<file path="config.mk">
export PLATFORM = sky130hd
export DESIGN_NAME = slled_strap_led
export DESIGN_NICKNAME = d
export VERILOG_FILES = /design/src/verilog/slled_pkg.sv /design/src/verilog/slled_strap_led.sv
export SDC_FILE = /design/constraint.sdc
export NUM_CORES = 1
export LEC_CHECK = 0
export BUFFER_PORTS_ARGS = -buffer_cell sky130_fd_sc_hd__clkbuf_2
export CORE_MARGIN = 5
export CORE_UTILIZATION = 53
export DETAILED_ROUTE_END_ITERATION = 8
export GPL_ROUTABILITY_DRIVEN = 0
export PLACE_DENSITY = 0.79
export REMOVE_ABC_BUFFERS = 1
export SLEW_MARGIN = 20
export SYNTH_ARGS = -nofsm -noshare
export SYNTH_HDL_FRONTEND = slang
export SYNTH_SLANG_ARGS = --single-unit
</file>
<file path="constraint.sdc">
create_clock -name clk -period 4.46 [get_ports clk]
set_input_delay 1.115 -clock clk [delete_from_list [all_inputs] [get_ports clk]]
set_output_delay 1.115 -clock clk [all_outputs]
set_load 0.05 [all_outputs]
</file>
<file path="src/verilog/slled_pkg.sv">
// Package for strap latch and port LED control: offsets, fields, reset values, types.
// Assumes a 100 MHz system clock and a 32-bit APB register bus.
package slled_pkg;
	localparam logic [11:0] SLLED_P1_LED_CTRL_OFS = 12'h06c;
	localparam logic [11:0] SLLED_P2_LED_CTRL_OFS = 12'h084;
	localparam logic [11:0] SLLED_CHIP_CFG_OFS = 12'h100;
	localparam logic [11:0] SLLED_PORT_STATUS_OFS = 12'h104;
	localparam logic [11:0] SLLED_PWRDN_OFS = 12'h108;
	localparam int SLLED_LED_MODE_LSB = 12;
	localparam int SLLED_LED_MODE_MSB = 14;
	localparam int SLLED_LED_A_BIT = 0;
	localparam int SLLED_LED_B_BIT = 1;
	localparam int SLLED_CFG_WIDTH_LSB = 6;
	localparam int SLLED_CFG_WIDTH_MSB = 7;
	localparam int SLLED_CFG_EEPROM_BIT = 9;
	localparam int SLLED_CFG_ORDER_BIT = 10;
	localparam int SLLED_CFG_RSVD_BIT = 0;
	localparam logic [2:0] SLLED_MODE_AUTO = 3'h0;
	localparam logic [15:0] SLLED_LED_CTRL_RST = 16'h0000;
	localparam logic [15:0] SLLED_CFG_RST = 16'h0000;
	localparam logic SLLED_LED_ON = 1'h0;
	localparam logic SLLED_LED_OFF = 1'h1;
	localparam int SLLED_BLINK_NS = 50000000;
	localparam int SLLED_CLK_NS = 10;
	localparam int SLLED_BLINK_CYCLES = SLLED_BLINK_NS / SLLED_CLK_NS;
	localparam int SLLED_RESET_MIN_MS = 10;

	typedef struct packed {
		logic link;
		logic activity;
		logic speed100;
		logic fullDuplex;
	} slled_port_status_t;

	typedef struct packed {
		logic eepromPresent;
		logic bigEndian;
		logic bus8bit;
		logic reservedLow;
	} slled_straps_t;

	typedef enum logic [1:0] {
		SLLED_ST_SAMPLE,
		SLLED_ST_RUN,
		SLLED_ST_PWRDN
	} slled_state_t;
endpackage : slled_pkg

</file>
<file path="src/verilog/slled_strap_led.sv">
// Strap latch and port status LED control with APB register access.
// Assumes board pull resistors on the strap pins and a testbench that resolves pin levels from the enables.
//
// Implementation choice: the APB interface to the registers.
`timescale 1ns/1ps
module slled_strap_led
	import slled_pkg::*;
#(
	parameter int BLINK_CYCLES = SLLED_BLINK_CYCLES
) (
	input wire logic clk,
	input wire logic rst,
	input wire logic hwPowerDown,
	input wire slled_port_status_t portOneStatus,
	input wire slled_port_status_t portTwoStatus,
	input wire logic portOneLedAIn,
	output logic portOneLedAOut,
	output logic portOneLedAOe,
	input wire logic portOneLedBIn,
	output logic portOneLedBOut,
	output logic portOneLedBOe,
	input wire logic portTwoLedAIn,
	output logic portTwoLedAOut,
	output logic portTwoLedAOe,
	output logic portTwoLedBOut,
	output logic portTwoLedBOe,
	input wire logic eepromPresentStrapIn,
	output logic eepromPresentStrapOut,
	output logic eepromPresentStrapOe,
	output logic bus8bit,
	output logic bigEndian,
	output logic eepromPresent,
	output logic reservedStrapLow,
	output logic pinsAreOutputs,
	input wire logic psel,
	input wire logic penable,
	input wire logic pwrite,
	input wire logic [11:0] paddr,
	input wire logic [31:0] pwdata,
	output logic [31:0] prdata,
	output logic pready,
	output logic pslverr
);
	slled_state_t stateReg, stateNext;
	slled_straps_t strapsReg, strapsNext;
	logic [15:0] p1CtrlReg, p2CtrlReg;
	logic swPowerDownReg;
	logic [31:0] blinkCntReg;
	logic blinkReg;
	logic [31:0] prdataReg;
	logic pslverrReg;

	function automatic logic [1:0] autoLeds(input slled_port_status_t st, input logic blink);
		logic linkLit;
		logic speedLit;
		linkLit = st.link & ~(st.activity & blink);
		speedLit = st.link & st.speed100;
		// Index b is link/activity, a is speed
		autoLeds = {linkLit, speedLit};
	endfunction : autoLeds

	function automatic logic [1:0] portLeds(input logic [15:0] ctrl, input slled_port_status_t st,
		input logic blink);
		logic [1:0] lit;
		lit = 2'h0;
		if (ctrl[SLLED_LED_MODE_MSB:SLLED_LED_MODE_LSB] == SLLED_MODE_AUTO) begin
			lit = autoLeds(st, blink);
		end else begin
			lit = {ctrl[SLLED_LED_B_BIT], ctrl[SLLED_LED_A_BIT]};
		end
		// Active low drive
		portLeds = ~lit;
	endfunction : portLeds

	// Duplex indicator shares port two's b pin
	wire logic [1:0] p1Drive = portLeds(p1CtrlReg, portOneStatus, blinkReg);
	wire logic [1:0] p2Drive = portLeds(p2CtrlReg, portTwoStatus, blinkReg);
	wire logic p2Auto = p2CtrlReg[SLLED_LED_MODE_MSB:SLLED_LED_MODE_LSB] == SLLED_MODE_AUTO;
	wire logic duplexLit = portOneStatus.link & portOneStatus.fullDuplex;
	wire logic p2BDrive = p2Auto ? ~duplexLit : p2Drive[1];
	wire logic running = stateReg == SLLED_ST_RUN;
	wire logic powerDown = hwPowerDown | swPowerDownReg;

	// Strap decode
	always_comb begin
		strapsNext = strapsReg;
		stateNext = stateReg;
		case (stateReg)
			SLLED_ST_SAMPLE: begin
				strapsNext.bus8bit = ~portOneLedAIn;
				strapsNext.bigEndian = ~portTwoLedAIn;
				strapsNext.eepromPresent = eepromPresentStrapIn;
				strapsNext.reservedLow = ~portOneLedBIn;
				stateNext = SLLED_ST_RUN;
			end
			SLLED_ST_RUN: begin
				if (powerDown) begin
					stateNext = SLLED_ST_PWRDN;
				end
			end
			SLLED_ST_PWRDN: begin
				if (!powerDown) begin
					stateNext = SLLED_ST_SAMPLE;
				end
			end
			default: begin
				stateNext = SLLED_ST_SAMPLE;
			end
		endcase
	end

	// First edge after reset release samples the straps
	always_ff @(posedge clk or posedge rst) begin
		if (rst) begin
			stateReg <= SLLED_ST_SAMPLE;
			strapsReg <= '0;
		end else begin
			stateReg <= stateNext;
			strapsReg <= strapsNext;
		end
	end

	// Blink timer
	always_ff @(posedge clk or posedge rst) begin
		if (rst) begin
			blinkCntReg <= 32'h0;
			blinkReg <= 1'h0;
		end else if (blinkCntReg >= 32'(BLINK_CYCLES - 1)) begin
			blinkCntReg <= 32'h0;
			blinkReg <= ~blinkReg;
		end else begin
			blinkCntReg <= blinkCntReg + 32'h1;
		end
	end

	// APB decode
	wire logic access = psel & penable;
	wire logic wrAccess = access & pwrite;
	wire logic hitP1 = paddr == SLLED_P1_LED_CTRL_OFS;
	wire logic hitP2 = paddr == SLLED_P2_LED_CTRL_OFS;
	wire logic hitCfg = paddr == SLLED_CHIP_CFG_OFS;
	wire logic hitStat = paddr == SLLED_PORT_STATUS_OFS;
	wire logic hitPd = paddr == SLLED_PWRDN_OFS;
	wire logic hitAny = hitP1 | hitP2 | hitCfg | hitStat | hitPd;
	wire logic badAccess = ~hitAny | (pwrite & (hitCfg | hitStat));
	logic [15:0] cfgWord;
	logic [31:0] readMux;

	always_comb begin
		cfgWord = SLLED_CFG_RST;
		cfgWord[SLLED_CFG_WIDTH_MSB:SLLED_CFG_WIDTH_LSB] = {2{~strapsReg.bus8bit}};
		cfgWord[SLLED_CFG_EEPROM_BIT] = strapsReg.eepromPresent;
		cfgWord[SLLED_CFG_ORDER_BIT] = ~strapsReg.bigEndian;
		cfgWord[SLLED_CFG_RSVD_BIT] = strapsReg.reservedLow;
		if (hitP1) begin
			readMux = {16'h0, p1CtrlReg};
		end else if (hitP2) begin
			readMux = {16'h0, p2CtrlReg};
		end else if (hitCfg) begin
			readMux = {16'h0, cfgWord};
		end else if (hitStat) begin
			readMux = {24'h0, portTwoStatus, portOneStatus};
		end else if (hitPd) begin
			readMux = {31'h0, swPowerDownReg};
		end else begin
			readMux = 32'h0;
		end
	end

	always_ff @(posedge clk or posedge rst) begin
		if (rst) begin
			p1CtrlReg <= SLLED_LED_CTRL_RST;
			p2CtrlReg <= SLLED_LED_CTRL_RST;
			swPowerDownReg <= 1'h0;
		end else if (wrAccess) begin
			if (hitP1) begin
				p1CtrlReg <= pwdata[15:0];
			end else if (hitP2) begin
				p2CtrlReg <= pwdata[15:0];
			end else if (hitPd) begin
				swPowerDownReg <= pwdata[0];
			end
		end
	end

	always_ff @(posedge clk or posedge rst) begin
		if (rst) begin
			prdataReg <= 32'h0;
			pslverrReg <= 1'h0;
		end else begin
			prdataReg <= (psel & ~penable & ~pwrite) ? readMux : prdataReg;
			pslverrReg <= psel & ~penable & badAccess;
		end
	end

	// Zero-wait slave; read data captured in setup
	assign pready = 1'h1;
	assign prdata = prdataReg;
	assign pslverr = access & pslverrReg;

	// LED pins turn to outputs once the straps are held; the eeprom strap pin stays an input
	assign pinsAreOutputs = running;
	assign portOneLedAOe = running;
	assign portOneLedBOe = running;
	assign portTwoLedAOe = running;
	assign portTwoLedBOe = running;
	assign eepromPresentStrapOe = 1'h0;
	assign eepromPresentStrapOut = 1'h0;
	assign portOneLedAOut = running ? p1Drive[0] : SLLED_LED_OFF;
	assign portOneLedBOut = running ? p1Drive[1] : SLLED_LED_OFF;
	assign portTwoLedAOut = running ? p2Drive[0] : SLLED_LED_OFF;
	assign portTwoLedBOut = running ? p2BDrive : SLLED_LED_OFF;
	assign bus8bit = strapsReg.bus8bit;
	assign bigEndian = strapsReg.bigEndian;
	assign eepromPresent = strapsReg.eepromPresent;
	assign reservedStrapLow = strapsReg.reservedLow;
endmodule : slled_strap_led

</file>
# After elaboration in Yosys (flattened, before gate mapping)
# Index checks and enable logic that the tools add are counted.
[totals] register_bits=105 out_inout_bits=49 elab_cells=83
[op_classes] add_sub_neg=1 n_lt_le_gt_ge=1 n_eq_ne=9 mux=16 bitwise=37 reduce_logical=7
[ops] op="== test 12 x 9 -> 1 bit, second input constant" n=3
[ops] op="adder 32 x 1 -> 32 bit, second input constant" n=1
[ops] op=">= comparator 32 x 23 -> 1 bit, second input constant" n=1
[ops] op="two-way mux 16 bit" n=2
[ops] op="two-way mux 32 bit" n=1
[ops] op="AND 1 bit" n=14
[ops] op="inverter 1 bit" n=14
[ops] op="== test 12 x 7 -> 1 bit, second input constant" n=1
[ops] op="== test 12 x 8 -> 1 bit, second input constant" n=1
[ops] op="two-way mux 11 bit" n=1
[ops] op="two-way mux 2 bit" n=4
[ops] op="two-way mux 8 bit" n=1
[ops] op="OR 1 bit" n=7
[ops] op="logical NOT 3 bit" n=2
[ops] op="two-way mux 1 bit" n=6
[ops] op="case mux 2 bit (3 select lines)" n=1
[ops] op="inverter 2 bit" n=2
[ops] op="AND reduction 2 bit" n=2
[ops] op="AND reduction 4 bit" n=1
[ops] op="AND reduction 3 bit" n=1
[ops] op="== test 2 x 1 -> 1 bit, second input constant" n=1
[ops] op="== test 2 bit, second input constant" n=1
[ops] op="logical NOT 2 bit" n=1
[ops] op="!= test 2 x 1 -> 1 bit, second input constant" n=1
[ops] op="!= test 2 bit, second input constant" n=1

# Longest topological paths before layout
# Gate-level depths: netlist (run 1).
[logic_depth] ltp_word=8 depth_mapped=8

# Worst setup path before layout (run 1)
# OpenSTA, ideal clock, no wires.
[synth_path] kind="flip-flop to output port" startpoint="reg stateReg[1]" endpoint="out portOneLedAOut" arrival_ns=1.986 required_ns=3.345 slack_ns=1.359 path_stages_with_launch=3 path_cell_list="dfrtp_1 -> nor2b_1 -> nand2_1"
[synth_between] elab_chain_cells=2
[synth_rtl] element="start, declared" line="slled_strap_led.sv:44" rtl="slled_state_t stateReg, stateNext;"
[synth_rtl] element="start signal, assigned" line="slled_strap_led.sv:118" rtl="stateReg <= stateNext;"
[synth_rtl] element="== test 2 x 1 -> 1 bit" line="slled_strap_led.sv:81" rtl="wire logic running = stateReg == SLLED_ST_RUN;"
[synth_rtl] element="named net pinsAreOutputs" line="slled_strap_led.sv:34" rtl="output logic pinsAreOutputs,"
[synth_rtl] element="two-way mux 1 bit" line="slled_strap_led.sv:209" rtl="assign portOneLedAOut = running ? p1Drive[0] : SLLED_LED_OFF;"
[synth_rtl] element="end, declared" line="slled_strap_led.sv:17" rtl="output logic portOneLedAOut,"
# The timed path passes the listed nets, and every way through them passes these cells.

# Worst setup path in the final report (run 1)
[layout_path] startpoint="in portOneStatus[2] in the netlist's numbering" endpoint="out portOneLedBOut"
[layout_between] elab_chain_cells=6
[layout_rtl] element="start, declared" line="slled_strap_led.sv:14" rtl="input wire slled_port_status_t portOneStatus,"
[layout_rtl] element="AND 1 bit" line="slled_strap_led.sv:56" rtl="linkLit = st.link & ~(st.activity & blink);"
[layout_rtl] element="inverter 1 bit" line="slled_strap_led.sv:56"
[layout_rtl] element="AND 1 bit" line="slled_strap_led.sv:56"
[layout_rtl] element="two-way mux 2 bit" line="slled_strap_led.sv:66" rtl="if (ctrl[SLLED_LED_MODE_MSB:SLLED_LED_MODE_LSB] == SLLED_MODE_AUTO) begin"
[layout_rtl] element="inverter 2 bit" line="slled_strap_led.sv:72" rtl="portLeds = ~lit;"
[layout_rtl] element="two-way mux 1 bit" line="slled_strap_led.sv:210" rtl="assign portOneLedBOut = running ? p1Drive[1] : SLLED_LED_OFF;"
[layout_rtl] element="end, declared" line="slled_strap_led.sv:20" rtl="output logic portOneLedBOut,"
# No other way between the ends.

==> summary.md, run 1 <==
| Metric | Value |
|---|---|
| Run status | finished, final reports clean |
| Hold violation count in the final report | 0 |
| Share of flip-flops with an asynchronous set or reset | 100.0% |
| Layout fillers | 645 |
| Clock power share | 30.8% |
| Rows | 32 |
| Delay-heaviest family, CP | buffers and inverters |
| Final nets | 530 |
| Synth Register Bits | 89 |
| CP arrival | 1.86 ns |
| Internal | 1.294 mW |
| EDFF count, synth | 0 |
| Die H | 99.96 microns |
| Gate Count Post-Synth | 390 |
| Clk Latency, worst-skew pair | 0.37 ns |
| Core Area | 7807 sq um |
| Yosys warns | 0 |
| GRT Total Usage | 18.72% |
| Clock buffer depth | 2 |
| Reg-to-Reg Start | blinkCntReg[17] |
| Setup Crit Path Kind | input port to output port |
| Syn avg cell area | 11.00 sq um |
| Leading cell type in the layout, fill and taps excluded | dfrtp_1 |
| DR WL/cell | 15.70 microns |
| Critical-path top delay cell | clkbuf_2 |
| IO Pins | 111 |
| Starting Density | 54.94% |
| Die Wd | 99.96 microns |
| Commonest non-fill, non-tap cells in the layout | dfrtp_1 (89), clkbuf_2 (75), nor2_1 (58) |
| Pwr dens | 423.2 nW/um^2 |
| Cell variety after synth | 54 |
| Crit path required time | 3.35 ns |
| Multi-input gate area | 1871 sq um |
| Net Sw Power | 763.9 uW |
| CTS resizes | 0 |
| Hold Crit Depth | 1 |
| Critical hold path startpoint | blinkCntReg[0] |
| Reg area | 2227 sq um |
| Clk_skew | 0.01386 ns |
| Setup bufs post-CTS | 0 |
| Crit path max fanout | 2 |
| Ant diodes | 0 |
| Min Tclk post-route | 2.973 ns |
| Post-DP HPWL | 6451 microns |
| Clock Sink Count | 89 |
| Layout cells sized above 1 | 29.24% |
| Vias in the first global route | 3019 |
| Crit-path cells | clkbuf_2, nand2_1, nand2_1, o21ai_0, nand2_1, clkbuf_2 |
| Die area | 9992 sq um |
| Max VDD drop | 0.0002548 V |
| Switching Share | 37.12% |
| Largest net degree at the start of global routing | 54 |
| Initial antenna violation count | 0 |
| Seq/Total Area, Yosys | 51.93% |
| Drt first pass iters | 4 |
| Utilization after layout | 62.29% |
| Inserted Clock Buffers | 9 |
| Max Cap Violations | 0 |
| Leakage | 2.336 nW |
| I/O Buffers | 75 |
| Overall power | 2.058 mW |
| Final ANT Viol Nets | 0 |
| # hold bufs at CTS | 0 |
| Clock edge transition at the registers on the reported setup and hold paths | 0.09 ns |
| Rel. slew slack | 31.20% |
| Bufs and invs on worst path | 2 |
| Syn-to-layout area delta | 13.39% |
| Root Buffer | clkbuf_8 |
| Synthesized area | 4289 sq um |
| Post-Route WL | 9011 microns |
| Sequential share of power | 43.5% |
| CP startpoint | portOneStatus[2] |
| Logic gate share of total power | 25.6% |
| # setup viols final | 0 |
| CP endpoint kind | output port |
| RSZ-0062 raised after global routing | false |
| Routed vias/inst | 5.406 |
| Final period util | 66.66% |
| H-tree Lvls | 3 |
| DR DRC count | 0 |
| Grt ovf | 0 |
| Startpoint class of the critical path | input port |
| Crit-path most repeated cell | nand2_1 |
| First-pass GRT wire length | 14770 microns |
| DRT iter0 DRCs | 104 |
| Tightest Pin Transition | 1.028 ns |
| TritonCTS clock tree | yes |
| Vias post-DR | 3103 |
| Hold WC Path Type | register to register |
| Achievable Freq | 0.3364 GHz |
| Crit path largest cell delay | 0.26 ns |
| R2R depth | 5 |
| Levels on crit path | 6 |
| Slew Limit Fails | 0 |
| Synth Flop Type | dfrtp_1 |
==> layout make-up <==
cell class              instances  share of cell area [%]
multi-input cells             286                   38.46
clock buffers                   9                   2.547
flip-flops and latches         89                   45.79
well taps                     102                   2.624
clock inverters                 7                   2.213
inverters                       4                  0.3344
repair buffers                 77                   8.027
==> Yosys cell counts (2+ instances only) <==
cell | instances | share of area, %
a21oi_1 | 21 | 2.5
a221oi_1 | 6 | 1.2
a22oi_1 | 7 | 1.2
and3_1 | 7 | 1.0
and4_1 | 2 | 0.41
buf_2 | 3 | 0.35
buf_4 | 24 | 4.2
buf_6 | 4 | 1.1
clkbuf_1 | 5 | 0.44
conb_1 | 2 | 0.18
dfrtp_1 | 89 | 52
inv_1 | 4 | 0.35
mux2_2 | 23 | 6.0
mux2_4 | 10 | 3.5
nand2_1 | 26 | 2.3
nand3_1 | 13 | 1.5
nand4_1 | 5 | 0.73
nand4b_1 | 2 | 0.41
nor2_1 | 58 | 5.1
nor2b_1 | 4 | 0.58
nor3_1 | 3 | 0.35
nor3b_1 | 3 | 0.53
nor4_1 | 3 | 0.44
nor4_4 | 2 | 0.99
nor4b_2 | 2 | 0.70
o21ai_0 | 8 | 0.93
o22ai_1 | 2 | 0.29
o31ai_1 | 2 | 0.35
or3_1 | 5 | 0.73
xnor2_1 | 8 | 1.6
xor2_1 | 14 | 2.9
==> power groups by stage <==
stage / Combinational (mW) / Sequential [mW] / Clock, mW
2_1_floorplan: 0.261 / 1.04 / 0
3_3_place_gp: 0.523 / 0.909 / 0
3_5_place_dp: 0.531 / 0.912 / 0
4_1_cts: 0.532 / 0.896 / 0.648
5_1_grt: 0.559 / 0.902 / 0.681
6_report: 0.527 / 0.896 / 0.635
==> worst paths after layout <==
path | to | slack (ns)
hold / removal | blinkCntReg[0] | 0.49
setup reg to reg | blinkReg | 2.30
setup / recovery | portOneLedBOut | 1.49
max in group asynchronous | prdata[3] | 2.58
hold reg to reg | blinkCntReg[0] | 0.49
min in group asynchronous | prdata[14] | 0.90
==> registers in the layout, indices dropped and copies added (netlist names) <==
name              flops
blinkCntReg          32
p1CtrlReg            16
p2CtrlReg            16
prdata               16
stateReg              2
bigEndian             1
blinkReg              1
bus8bit               1
eepromPresent         1
pslverrReg            1
reservedStrapLow      1
swPowerDownReg        1
==> logic make-up (layout without fill, tap and decap cells) <==
logic type               count (synthesis)  in the layout  share of synthesized area [%]
AO/OA/AOI/OAI                           54             54                          7.993
XOR/XNOR                                22             22                          4.493
adder cells (fa/ha/maj)                  1              1                         0.2917
buffers and inverters                   41             97                          6.855
flip-flops                              89             89                          51.93
multiplexers                            35             35                          10.03
other                                    2             28                         0.1751
AND/OR/NAND/NOR                        146            146                          18.23
==> through the flow <==
| stage | instance area [sq um] | instances | TNS (ns) | setup WS (ns) | hold WS, ns |
|---|---|---|---|---|---|
| floorplan | 4108 | 379 | -9.777 | -1.884 | 0.4420 |
| global placement | 4632 | 558 | 0 | 1.165 | 0.4559 |
| detailed placement | 4632 | 558 | 0 | 1.150 | 0.4770 |
| CTS | 4863 | 574 | 0 | 1.473 | 0.4979 |
| global route | 4863 | 574 | 0 | 1.387 | 0.5127 |
| finish | 4863 | 574 | 0 | 1.487 | 0.4925 |
==> worst register-to-register path, cell delays in order, from the launching register on <==
cell     delay (ns)
dfrtp_1        0.43
or4b_1         0.51
nor4_1         0.33
a211o_1        0.20
a31o_2         0.42
xor2_1         0.13
==> layer usage <==
layer,track usage (%),vias to the layer above,share of wire (%)
met3,5.281,12,7.1
met2,31.25,106,49
met4,4.412,0,0.94
li1,-,1468,-
met5,0,-,0
met1,24.27,1517,43
(Power assumes the default switching activity.)
==> inputs of run 2 (changes only) <==
Settings changed: CORE_UTILIZATION 53 to 48, PLACE_DENSITY 0.79 to 0.75.
Clock period 4.46 ns to 2.7 ns, I/O delays scaled along.
==> run 2 against run 1 <==
Against the previous run:
- register-to-register slack got worse by 1.7 ns
- clock skew decreased by 0.0010 ns
- sequential share of layout area down 0.62 points
- count of clock-buffer cells in the layout unchanged
- sequential power increased by 65%
- global-route usage is 2.0 points lower
- cell count increased by 1.9%
- combinational power is 64% higher
- critical endpoint unchanged
==> summary.md, run 2 (synthesis gave the netlist of run 1 again) <==
| Metric | Value |
|---|---|
| Final period util | 89.26% |
| CP endpoint kind | output port |
| Drt first pass iters | 4 |
| Crit path required time | 2.03 ns |
| Clk_skew | 0.01286 ns |
| Die H | 104.5 microns |
| Startpoint class of the critical path | register |
| GRT Total Usage | 16.71% |
| Dpl ws | 0.2972 ns |
| CTS resizes | 0 |
| # hold bufs at CTS | 0 |
| Vias post-DR | 3119 |
| Rel. slew slack | 50.32% |
| Logic gate share of total power | 25.7% |
| Die area | 10930 sq um |
| Final ANT Viol Nets | 0 |
| Clk Latency, worst-skew pair | 0.36 ns |
| Layout cells sized above 1 | 29.98% |
| Leakage | 2.365 nW |
| TritonCTS clock tree | yes |
| Largest net degree at the start of global routing | 90 |
| IO Pins | 111 |
| Worst setup path end | portOneLedBOut |
| First-pass GRT wire length | 15120 microns |
| CP arrival | 1.73 ns |
| Internal | 2.130 mW |
| FF-to-FF End | blinkReg |
| Min Tclk post-route | 2.410 ns |
| Post-Route WL | 9138 microns |
| Commonest non-fill, non-tap cells in the layout | dfrtp_1 (89), clkbuf_2 (75), nor2_1 (58) |
| DR WL/cell | 15.62 microns |
| Hold WC Path Type | input port to async pin |
| Root Buffer | clkbuf_8 |
| Fin area | 4930 sq um |
| Ant diodes | 0 |
| Hold violation count in the final report | 0 |
| Slew Limit Fails | 0 |
| Die Wd | 104.5 microns |
| Inserted Clock Buffers | 9 |
| Clock edge transition at the registers on the reported setup and hold paths | 0.10 ns |
| Clock Sink Count | 89 |
| Achievable Freq | 0.4150 GHz |
| Routed vias/inst | 5.332 |
| Initial antenna violation count | 0 |
| R2R depth | 5 |
| Overall power | 3.364 mW |
| Leading cell type in the layout, fill and taps excluded | dfrtp_1 |
| Max VDD drop | 0.0004739 V |
| Tightest Pin Transition | 0.7429 ns |
| Setup bufs post-CTS | 0 |
| Layout Cells excl Fill | 585 |
| Setup Crit Path Kind | register to output port |
| Clock buffer depth | 2 |
| Sequential share of power | 44.0% |
| Switching Share | 36.68% |
| Area of placed instances | 4702 sq um |
| Rows | 34 |
| Crit path max fanout | 4 |
| Reg area | 2227 sq um |
| Multi-input gate area | 1871 sq um |
| RSZ-0062 raised after global routing | false |
| Grt ovf | 0 |
| Largest register FFs | 32 |
| FF-to-FF setup slack | 0.55 ns |
| Clock power share | 30.3% |
| Placed cells | 569 |
| Run status | finished, final reports clean |
| I/O Buffers | 75 |
| DR DRC count | 0 |
| Core Area | 8721 sq um |
| Max Cap Violations | 0 |
| Worst setup margin | 0.2901 ns |
| DRT iter0 DRCs | 175 |
| CP startpoint | p1CtrlReg[14] |
| Post-DP HPWL | 6340 microns |
| Pwr dens | 682.5 nW/um^2 |
| H-tree Lvls | 3 |
| Layout fillers | 741 |
| # setup viols final | 0 |
| Top reg by flops | blinkCntReg |
| Final nets | 535 |
| Net Sw Power | 1.234 mW |
| Starting Density | 49.18% |
| Vias in the first global route | 3078 |
| Reg-to-Reg Start | blinkCntReg[17] |
| Syn-to-layout area delta | 14.94% |
-- run 2: changes by cell type in the layout (fill, tap and decap cells not counted) --
cell	before	now
inv_6	2	0
buf_12	0	2
buf_4	2	5
inv_8	2	1
clkinv_4	0	2
clkinvlp_4	1	2
-- run 2: cell type report --
class	count	share of cell area (%)
clock buffers	9	2.513
clock inverters	7	2.107
inverters	4	0.3299
multi-input cells	286	37.94
flip-flops and latches	89	45.18
well taps	108	2.741
repair buffers	82	9.188
-- run 2: power by group through the flow --
| stage | clock, mW | combinational [mW] | sequential (mW) |
|---|---|---|---|
| after global routing | 1.10 | 0.918 | 1.50 |
| after global placement | 0 | 0.861 | 1.50 |
| after CTS | 1.05 | 0.873 | 1.48 |
| final | 1.02 | 0.865 | 1.48 |
| after floorplan | 0 | 0.394 | 1.72 |
| after detailed placement | 0 | 0.871 | 1.51 |
-- run 2: how the worst min path moves through the flow --
| stage | endpoint | cells past startpoint |
|---|---|---|
| final | p2CtrlReg[14] | 3 |
| after global routing | prdata[15] | 3 |
| after CTS | prdata[14] | 3 |
| after detailed placement | blinkReg | 1 |
| after global placement | blinkReg | 1 |
| after floorplan | blinkReg | 1 |
-- run 2: metrics by stage --
stage	utilization, %	hold slack, ns	TNS (ns)
after CTS	56.53	0.3989	0
after floorplan	-	0.4420	-46.75
after detailed placement	53.92	0.4611	0
after global routing	56.53	0.4210	0
final	56.53	0.3935	0
after global placement	53.92	0.4583	0
-- run 2: worst max-delay path: stages, from the launching register on --
cell      delay, ns
dfrtp_1        0.41
or3_1          0.44
o21ai_0        0.19
nand2_1        0.07
clkbuf_2       0.26
-- run 2: layer usage --
| metal | wire length (microns) | up-vias | GRT usage, % |
|---|---|---|---|
| li1 | - | 1476 | - |
| met1 | 3877 | 1522 | 22.11 |
| met2 | 4414 | 108 | 26.20 |
| met3 | 709 | 13 | 4.932 |
| met4 | 137 | 0 | 6.013 |
| met5 | 0 | - | 0 |
